**src/rtl/escp_pkg.sv**
```systemverilog
// package: constants and types for the stop status and charge-pump watchdog
package escp_pkg;

    //----------------------------------------------------------------
    // stop mode selection
    //----------------------------------------------------------------
    typedef enum logic [1:0] {
        ESCP_MODE_NORMAL,
        ESCP_MODE_SIGNAL_ONLY,
        ESCP_MODE_OPEN
    } escp_mode_e;

    //----------------------------------------------------------------
    // timing
    //----------------------------------------------------------------
    localparam int ESCP_CLK_MHZ       = 100;
    // default silence window of the watchdog line, in microseconds
    localparam int ESCP_WD_TIMEOUT_US = 100;
    localparam int ESCP_WD_TIMEOUT_CYC = ESCP_WD_TIMEOUT_US * ESCP_CLK_MHZ;
    localparam int ESCP_WD_CNT_W      = 24;

    localparam logic [1:0] ESCP_SYNC_RST = 2'h0;
    // stages of the edge-detector priming chain after reset
    localparam int         ESCP_PRIME_W  = 3;
    localparam logic       ESCP_BIT_SET  = 1'h1;
    localparam logic       ESCP_BIT_CLR  = 1'h0;

    //----------------------------------------------------------------
    // outputs and state
    //----------------------------------------------------------------
    typedef struct packed {
        logic status_out;     // to host status line, high = stop
        logic stop_indicator; // lamp drive, high = lit
        logic ctrl_oe;        // control output buffer enable
        logic bus_oe;         // data bus buffer enable
        logic relay_on;       // relay drive, high = energised
        logic wd_ok;          // watchdog healthy
    } escp_out_s;

    typedef struct packed {
        logic [1:0]               stop_sync;
        logic [1:0]               fault_n_sync;
        logic [1:0]               wd_sync;
        logic                     wd_last;
        logic [ESCP_PRIME_W-1:0]  wd_prime;
        logic [ESCP_WD_CNT_W-1:0] wd_cnt;
        escp_out_s                out;
    } escp_state_s;

endpackage : escp_pkg

```
**src/rtl/escp_watchdog.sv**
```systemverilog
// module: stop status forwarding and charge-pump watchdog gating
`timescale 1ns/100ps
module escp_watchdog
    import escp_pkg::*;
#(
    parameter int WD_TIMEOUT_CYC = ESCP_WD_TIMEOUT_CYC
) (
    input  wire logic       mclk,
    input  wire logic       rstn,
    input  wire logic       clk_en,
    input  wire logic       estop_in,
    input  wire logic       fault_n_in,
    input  wire logic       wd_line_in,
    input  wire escp_mode_e stop_mode_select,
    input  wire logic       ctrl_watchdog_gate_select,
    input  wire logic       bus_disable_select,
    output escp_out_s       outs
);

    //----------------------------------------------------------------
    // state
    //----------------------------------------------------------------
    escp_state_s st;
    escp_state_s next_st;

    localparam logic [ESCP_WD_CNT_W-1:0] WD_LIMIT =
        ESCP_WD_CNT_W'(WD_TIMEOUT_CYC - 1);
    localparam logic [ESCP_WD_CNT_W-1:0] CNT_ZERO = '0;
    localparam logic [ESCP_WD_CNT_W-1:0] CNT_ONE  = ESCP_WD_CNT_W'(1);

    //----------------------------------------------------------------
    // helper functions
    //----------------------------------------------------------------

    // one step of a two-stage synchroniser: the pin enters stage one,
    // stage one moves on to stage two; only stage two is ever decoded
    function automatic logic [1:0] escp_shift2(
        input logic [1:0] stages,
        input logic       pin
    );
        return {stages[0], pin};
    endfunction : escp_shift2

    // normal stop mode: both stop conditions act on the buffers
    function automatic logic escp_is_normal(
        input escp_mode_e mode
    );
        return (mode == ESCP_MODE_NORMAL);
    endfunction : escp_is_normal

    // status line value: in normal mode the stop and fault conditions
    // are ORed; in the other modes the stop input passes straight on,
    // never inverted, so a high stop input reads high on the host side
    function automatic logic escp_stop_cond(
        input logic normal,
        input logic stop_act,
        input logic fault_act
    );
        return normal ? (stop_act | fault_act) : stop_act;
    endfunction : escp_stop_cond

    // a stop condition only cuts outputs in normal mode; signal-only
    // and open leave relay and buffers alone
    function automatic logic escp_stop_cut(
        input logic normal,
        input logic stop_cond
    );
        return normal & stop_cond;
    endfunction : escp_stop_cut

    // control buffer enable: off on a cut, and off on a failed watchdog
    // only where the gate select asks for it
    function automatic logic escp_ctrl_enable(
        input logic cut,
        input logic gate_sel,
        input logic wd_ok
    );
        return ~cut & ~(gate_sel & ~wd_ok);
    endfunction : escp_ctrl_enable

    // data bus enable: never dropped unless the bus select allows it;
    // when allowed, a cut or a failed watchdog drops it
    function automatic logic escp_bus_enable(
        input logic cut,
        input logic bus_sel,
        input logic wd_ok
    );
        return ~(bus_sel & (cut | ~wd_ok));
    endfunction : escp_bus_enable

    // level change on the synchronised watchdog line; masked until the
    // priming chain is full, so the zero left in the sync stages by
    // reset cannot pass for a toggle and fake a healthy host
    function automatic logic escp_wd_edge(
        input logic now_lvl,
        input logic last_lvl,
        input logic primed
    );
        return primed & (now_lvl ^ last_lvl);
    endfunction : escp_wd_edge

    //----------------------------------------------------------------
    // next-state logic
    //----------------------------------------------------------------
    always_comb begin
        logic stop_act;
        logic fault_act;
        logic stop_cond;
        logic wd_edge;
        logic normal;
        logic cut;
        stop_act  = 1'b0;
        fault_act = 1'b0;
        stop_cond = 1'b0;
        wd_edge   = 1'b0;
        normal    = 1'b0;
        cut       = 1'b0;
        next_st   = st;

        // input synchronisers; only the second stage is read below
        next_st.stop_sync    = escp_shift2(st.stop_sync,
                                           estop_in);
        next_st.fault_n_sync = escp_shift2(st.fault_n_sync,
                                           fault_n_in);
        next_st.wd_sync      = escp_shift2(st.wd_sync,
                                           wd_line_in);
        // priming chain fills with ones after reset
        next_st.wd_prime = {st.wd_prime[ESCP_PRIME_W-2:0],
                            ESCP_BIT_SET};

        stop_act  = st.stop_sync[1];
        fault_act = ~st.fault_n_sync[1];
        normal    = escp_is_normal(stop_mode_select);

        // status and lamp: no watchdog term anywhere here
        stop_cond = escp_stop_cond(normal, stop_act,
                                   fault_act);
        next_st.out.status_out     = stop_cond;
        next_st.out.stop_indicator = stop_cond;

        // watchdog: any level change once the priming chain is full restarts the silence count
        next_st.wd_last = st.wd_sync[1];
        wd_edge = escp_wd_edge(st.wd_sync[1], st.wd_last,
                               st.wd_prime[ESCP_PRIME_W-1]);
        if (wd_edge) begin
            next_st.wd_cnt    = CNT_ZERO;
            next_st.out.wd_ok = ESCP_BIT_SET;
        end else if (st.wd_cnt >= WD_LIMIT) begin
            next_st.out.wd_ok = ESCP_BIT_CLR;
        end else begin
            next_st.wd_cnt = st.wd_cnt + CNT_ONE;
        end

        // control buffers: stop condition (normal) and optional watchdog
        cut = escp_stop_cut(normal, stop_cond);
        next_st.out.ctrl_oe = escp_ctrl_enable(cut,
            ctrl_watchdog_gate_select, st.out.wd_ok);
        // relay drops on a stop condition in normal mode
        next_st.out.relay_on = ~cut;
        // data bus may only be disabled when allowed at all
        next_st.out.bus_oe = escp_bus_enable(cut,
            bus_disable_select, st.out.wd_ok);
    end

    //----------------------------------------------------------------
    // state register; watchdog starts failed
    //----------------------------------------------------------------
    always_ff @(posedge mclk or negedge rstn) begin
        if (!rstn) begin
            st                    <= '0;
            st.stop_sync          <= ESCP_SYNC_RST;
            st.fault_n_sync       <= ESCP_SYNC_RST;
            st.out.wd_ok          <= ESCP_BIT_CLR;
        end else if (clk_en) begin
            st <= next_st;
        end
    end

    assign outs = st.out;

endmodule : escp_watchdog

```
**config.mk**
```make
export PLATFORM = sky130hd
export DESIGN_NAME = escp_watchdog
export DESIGN_NICKNAME = d
export VERILOG_FILES = /design/src/rtl/escp_pkg.sv /design/src/rtl/escp_watchdog.sv
export SDC_FILE = /design/constraint.sdc
export NUM_CORES = 1
export LEC_CHECK = 0
export BUFFER_PORTS_ARGS = -buffer_cell sky130_fd_sc_hd__buf_2
export CAP_MARGIN = 20
export CORE_ASPECT_RATIO = 1.25
export CORE_MARGIN = 2
export CORE_UTILIZATION = 41
export CTS_CLUSTER_DIAMETER = 40
export CTS_CLUSTER_SIZE = 10
export DETAILED_ROUTE_END_ITERATION = 10
export SLEW_MARGIN = 10
export SYNTH_ARGS = -nofsm -noshare
export SYNTH_HDL_FRONTEND = slang
export SYNTH_SLANG_ARGS = --single-unit
export TNS_END_PERCENT = 100
```
**constraint.sdc**
```tcl
create_clock -name mclk -period 2.9 [get_ports mclk]
set_input_delay 0.145 -clock mclk [delete_from_list [all_inputs] [get_ports mclk]]
set_output_delay 0.145 -clock mclk [all_outputs]
set_load 0.01 [all_outputs]
```
==> flow_summary.ini, run 1 <==
[floorplanning]
start_util = 0.4242
die_x_um = 64.29
core.rowCount = 27
die-area_sq_um = 5102
ios = 16
core_area_sq_um = 4392
dieHeight_um = 79.37

[logic_synthesis]
yosys-mux-area-fraction = 0.05440
ys_warn_count = 0
synthSimpleGateAreaFrac = 0.1968
synth_cell_type_count = 40
syn_area_sq_um = 1863
synth-adder-area-share = 0.006716
synth_cells = 163
syn_nets = 174
synth_seq_cells = 39
synth_top_family_by_area = simple AND/OR/NAND/NOR gates
ys_seq_area_frac = 0.5238
synth_compound_area_frac = 0.1404
synth_xor_area_frac = 0.02351
avgSynthCellArea_sq_um = 11.43

[sta]
period_needed_ns = 2.205
hold_viol = 0
fmax_ghz = 0.4535
post-route-period-util = 0.7604
setup_violations = 0
tightest_slew_ns = 0.8318
slew_headroom = 0.4455
finClkSkew_ns = 0.003446
slew_viol_final = 0
finalSetupTns_ns = 0
rsz0062_at_grt = no

[worst_setup_path]
start_kind = register
worstSetupPathType = register to register
critPathRequiredTime_ns = 3.12
r2r-start = st[18]
crit_buf_inv = 0
crit_fanout = 7
cp.arrival_ns = 2.43
cpPeakStageDelay_ns = 0.56
rr_endpoint = st[12]
critPathTopFamily = compound AO/OA/AOI/OAI gates
regToRegSetupSlack_ns = 0.69
reg2regPathDepth = 5
end_kind = register
cp_slowest_cell = a2111oi_4
path_cells = o21ai_0 > nand4_2 > a2111oi_4 > or4b_1 > nand2_1

[routing]
drtPass1Iterations = 3
drt_wl_total_um = 3164
drcViolationCount = 0
num_vias = 1218
viasPerCell = 5.205
drtAntennaViolNets = 0
post_drt_wl_per_cell_um = 13.52
drtIter0Drc = 71

[min_path]
hold_path.startpoint = estop_in
hp-class = input pin to register
worstHoldPathCells = 2
hold_end = next_st[39]

[status]
status = finished, final reports clean

[clocking]
cts-resized-gates = 0
cts_max_level = 2
cts_sinks = 39
insertion_delay_ns = 0.28
numCtsBuffers = 5
cts_tree = done
clk_transition_reported_paths_ns = 0.08
clk_path_buf_depth = 2
root_buffer = clkbuf_8

[layout]
antenna_cells = 0
final_cells = 234
syn_to_final_growth_pct = 10.88
layout.nets = 186
layout-drive-gt1-share = 0.2500

[power]
total_power_uw = 1204
p_per_area_nw_per_um2 = 582.7
leakage_uw = 0.0008906
max-vdd-ir-drop_mv = 0.3473

[placement]
dp.final_hpwl_um = 2285
port_buffers = 15
dpl.cell_count = 225
routabilityCongestion = 0.7915

[global_route]
grt_max_degree = 40
grt.total_usage = 0.1454
grt_pass1_vias = 1318
overflow = 0
grt_antenna_before_repair = 0
grt_pass1_wl_um = 5837

[flow_run]
maxCapViolCount = 0
-- what timing repair did --
item	4_1_cts	5_1_grt
hold endpoints to repair	39	0
hold buffers	1	0
setup buffers	0	0
-- cell usage after synthesis, drive strengths merged --
cell type	count	area (sq um)
o311ai	1	8.760
nor3b	1	7.510
dfrtp	39	975.9
xor2	2	17.52
and4	3	27.53
clkbuf	5	18.77
a21o	1	8.760
or3	1	6.260
o21a	1	7.510
ha	1	12.51
o211ai	2	15.01
or4b	1	10.01
nor4	3	48.80
nand2	7	26.28
xnor2	3	26.28
a21bo	2	20.02
a211oi	2	15.01
mux2	9	101.4
nand4	6	43.79
a2111oi	2	55.05
nor2	11	43.80
and3	4	30.03
buf	7	56.30
o21ai	4	20.01
inv	7	26.28
a21oi	11	55.05
a31oi	2	12.51
and2	12	76.33
a31o	5	43.79
nand3b	2	15.01
nand3	5	25.02
or2	1	6.260
-- worst max-delay path by stage --
stage / startpoint / to / slack [ns] / cells after the start
2_1_floorplan: st[23] / st[12] / 0.94 / 5
3_5_place_dp: st[12] / st[12] / 0.75 / 5
5_1_grt: st[12] / st[15] / 0.51 / 5
4_1_cts: st[23] / st[12] / 0.74 / 5
3_3_place_gp: st[23] / st[12] / 0.82 / 5
6_report: st[18] / st[12] / 0.69 / 5
-- cell families (layout without fill, tap and decap cells) --
family,Yosys count,after routing
AOI/OAI and AO/OA,33,33
adders and majority gates,1,1
DFF,39,39
buffers and inverters,19,32
and+or+nand+nor,57,57
muxes,9,9
xor gates and xnor gates,5,5
-- state kept, by name (all words and copies together), names as in the netlist --
| signal | cells |
|---|---|
| outs | 5 |
| st | 28 |
| next_st | 6 |
-- cell usage in the layout, fill, tap and decap left out, types with 7 or more instances in the layout --
cell	netlist	routed
nor2_1	10	10
mux2_2	9	9
nand2_1	7	7
buf_2	0	15
inv_1	7	7
dfrtp_1	39	39
a21oi_1	11	11
and2_1	11	11
-- where the power goes --
part	switching, uW	total (uW)	internal [uW]
clock	186	442	256
combinational	81.9	144	62.0
sequential	33.8	618	584
-- through the flow --
stage | hold slack [ns] | setup slack, ns | cell area (sq um) | utilization
after floorplan | -0.1506 | 0.9426 | 1863 | -
after global placement | 0.2851 | 0.8245 | 1943 | 0.4425
after detailed placement | 0.2991 | 0.7542 | 1943 | 0.4425
after CTS | 0.07898 | 0.7358 | 2066 | 0.4704
after global routing | 0.07912 | 0.5136 | 2066 | 0.4704
final | 0.09150 | 0.6949 | 2066 | 0.4704
-- layer usage --
layer | global-route usage | share of wire
met1 | 0.1687 | 0.45
met2 | 0.2604 | 0.52
met3 | 0.03824 | 0.022
met4 | 0.04468 | 0.014
met5 | 0 | 0
-- final cells by class --
type                            instances  area (sq um)
Sequential cell                        39         975.9
Tap cell                               58         72.57
Clock inverter                          3         43.79
Fill cell                             423          2326
Multi-Input combinational cell        105         785.8
Inverter                                7         26.28
Timing Repair Buffer                   17         92.59
Clock buffer                            5         68.82
No activity file was read; power rests on OpenSTA's default activity.
==> inputs of run 2 (changes only) <==
Clock period 2.9 ns to 2 ns, I/O delays scaled along.
==> run 2 against run 1 <==
Clock power up 49%; die area is the same; hold slack got worse by 0.059 ns; power is 47% higher; critical path depth unchanged.
==> flow_summary.ini, run 2 (synthesis results as in run 1) <==
[floorplanning]
core_area_sq_um = 4392
ios = 16
core.rowCount = 27
die-area_sq_um = 5102
dieHeight_um = 79.37
start_util = 0.4242
die_x_um = 64.29

[flow_run]
maxCapViolCount = 0

[sta]
period_needed_ns = 1.898
fmax_ghz = 0.5269
slew_viol_final = 0
setup_violations = 0
finalSetupTns_ns = 0
hold_viol = 0
tightest_slew_ns = 0.8477
post-route-period-util = 0.9489
finClkSkew_ns = 0.008715
slew_headroom = 0.4349

[power]
leakage_uw = 0.0009234
max-vdd-ir-drop_mv = 0.4827
clkPwrFrac = 0.374
switching_share = 0.2555
switching_power_uw = 451.3
p_int_uw = 1315
power.share.sequential = 0.506
p_per_area_nw_per_um2 = 828.9
p_comb_frac = 0.120

[worst_setup_path]
crit_buf_inv = 0
cpPeakStageDelay_ns = 0.48
critPathRequiredTime_ns = 2.23
crit_fanout = 5
cp.arrival_ns = 2.13
cp_slowest_cell = or4b_1
start_kind = register
worstSetupPathType = register to register
end_kind = register
path_cells = and3_4 > and4_1 > a2111oi_4 > or4b_1 > nand2_1
critPathTopFamily = simple AND/OR/NAND/NOR gates

[routing]
drcViolationCount = 0
post_drt_wl_per_cell_um = 13.61
drtIter0Drc = 51
drt_wl_total_um = 3267
drtAntennaViolNets = 0
viasPerCell = 5.142
num_vias = 1234
drtPass1Iterations = 4

[layout]
final_cells = 240
finalInstanceArea_sq_um = 2131
antenna_cells = 0
layout.nets = 192
syn_to_final_growth_pct = 14.37
final_common_cell = dfrtp_1
final_cell_mix = dfrtp_1 (39), buf_2 (15), and2_1 (11), a21oi_1 (11), nor2_1 (10)
largest_register_ffs = 28
layout-drive-gt1-share = 0.2857
top_register = st

[min_path]
hp-class = input pin to register

[placement]
dpl.cell_count = 229
routabilityCongestion = 0.8093
port_buffers = 15
dp.final_hpwl_um = 2240
place_area_sq_um = 1973

[clocking]
clk_path_buf_depth = 2
clk_transition_reported_paths_ns = 0.08
root_buffer = clkbuf_8
cts_tree = done
cts_max_level = 2
insertion_delay_ns = 0.29
cts_sinks = 39
numCtsBuffers = 5

[global_route]
grt_antenna_before_repair = 0
overflow = 0
grt_pass1_vias = 1266
grt_max_degree = 40
grt_pass1_wl_um = 5658
grt.total_usage = 0.1415

[status]
status = finished, final reports clean
-- run 2: repair_timing --
item | CTS | global route
hold endpoints to repair | 39 | 0
cloned | 0 | 0
buffers inserted | 1 | 1
setup endpoints to repair | 2 | 8
pin swaps | 2 | 3
gates resized for setup | 0 | 4
hold buffers | 1 | 0
-- run 2: worst register-to-register path, stage by stage, from the launching register on --
cell       delay (ns)
dfrtp_1          0.40
and3_4           0.21
and4_1           0.30
a2111oi_4        0.39
or4b_1           0.48
nand2_1          0.08
-- run 2: final cells by class --
| class | instances | area [sq um] |
|---|---|---|
| Multi-Input combinational cell | 105 | 803.3 |
| Tap cell | 58 | 72.57 |
| Inverter | 7 | 26.28 |
| Sequential cell | 39 | 975.9 |
| Fill cell | 404 | 2261 |
| Clock inverter | 3 | 46.29 |
| Clock buffer | 5 | 68.82 |
| Timing Repair Buffer | 23 | 137.6 |
-- run 2: metrics by stage --
stage	hold WS (ns)	util	setup slack [ns]	total power, uW
after global placement	0.2440	0.4493	0.07443	1113
after detailed placement	0.2584	0.4493	0.001616	1125
after global routing	0.02790	0.4852	-0.001534	1868
after floorplan	-0.1956	-	0.04260	1059
after CTS	0.02227	0.4795	0.01417	1796
final	0.03278	0.4852	0.1022	1766
-- run 2: worst paths after layout --
kind | startpoint | endpoint | slack (ns) | cells past startpoint
max | st[15] | st[12] | 0.10 | 5
min | estop_in | next_st[39] | 0.03 | 2
max reg2reg | st[15] | st[12] | 0.10 | 5
min reg2reg | next_st[31] | next_st[31] | 0.47 | 1
max in group asynchronous | rstn | st[17] | 1.02 | 2
min in group asynchronous | rstn | outs[3] | 0.45 | 2
-- run 2: power groups by stage --
stage	sequential, uW	clock [uW]	combinational, uW
floorplan	900	0	159
global placement	907	0	206
detailed placement	911	0	214
CTS	895	684	217
global route	906	719	243
finish	894	660	212
-- run 2: metal layers --
metal,wire (um),global-route usage
met5,0,0
met3,119,0.02975
met4,59,0.05745
met2,1645,0.2458
met1,1443,0.1697
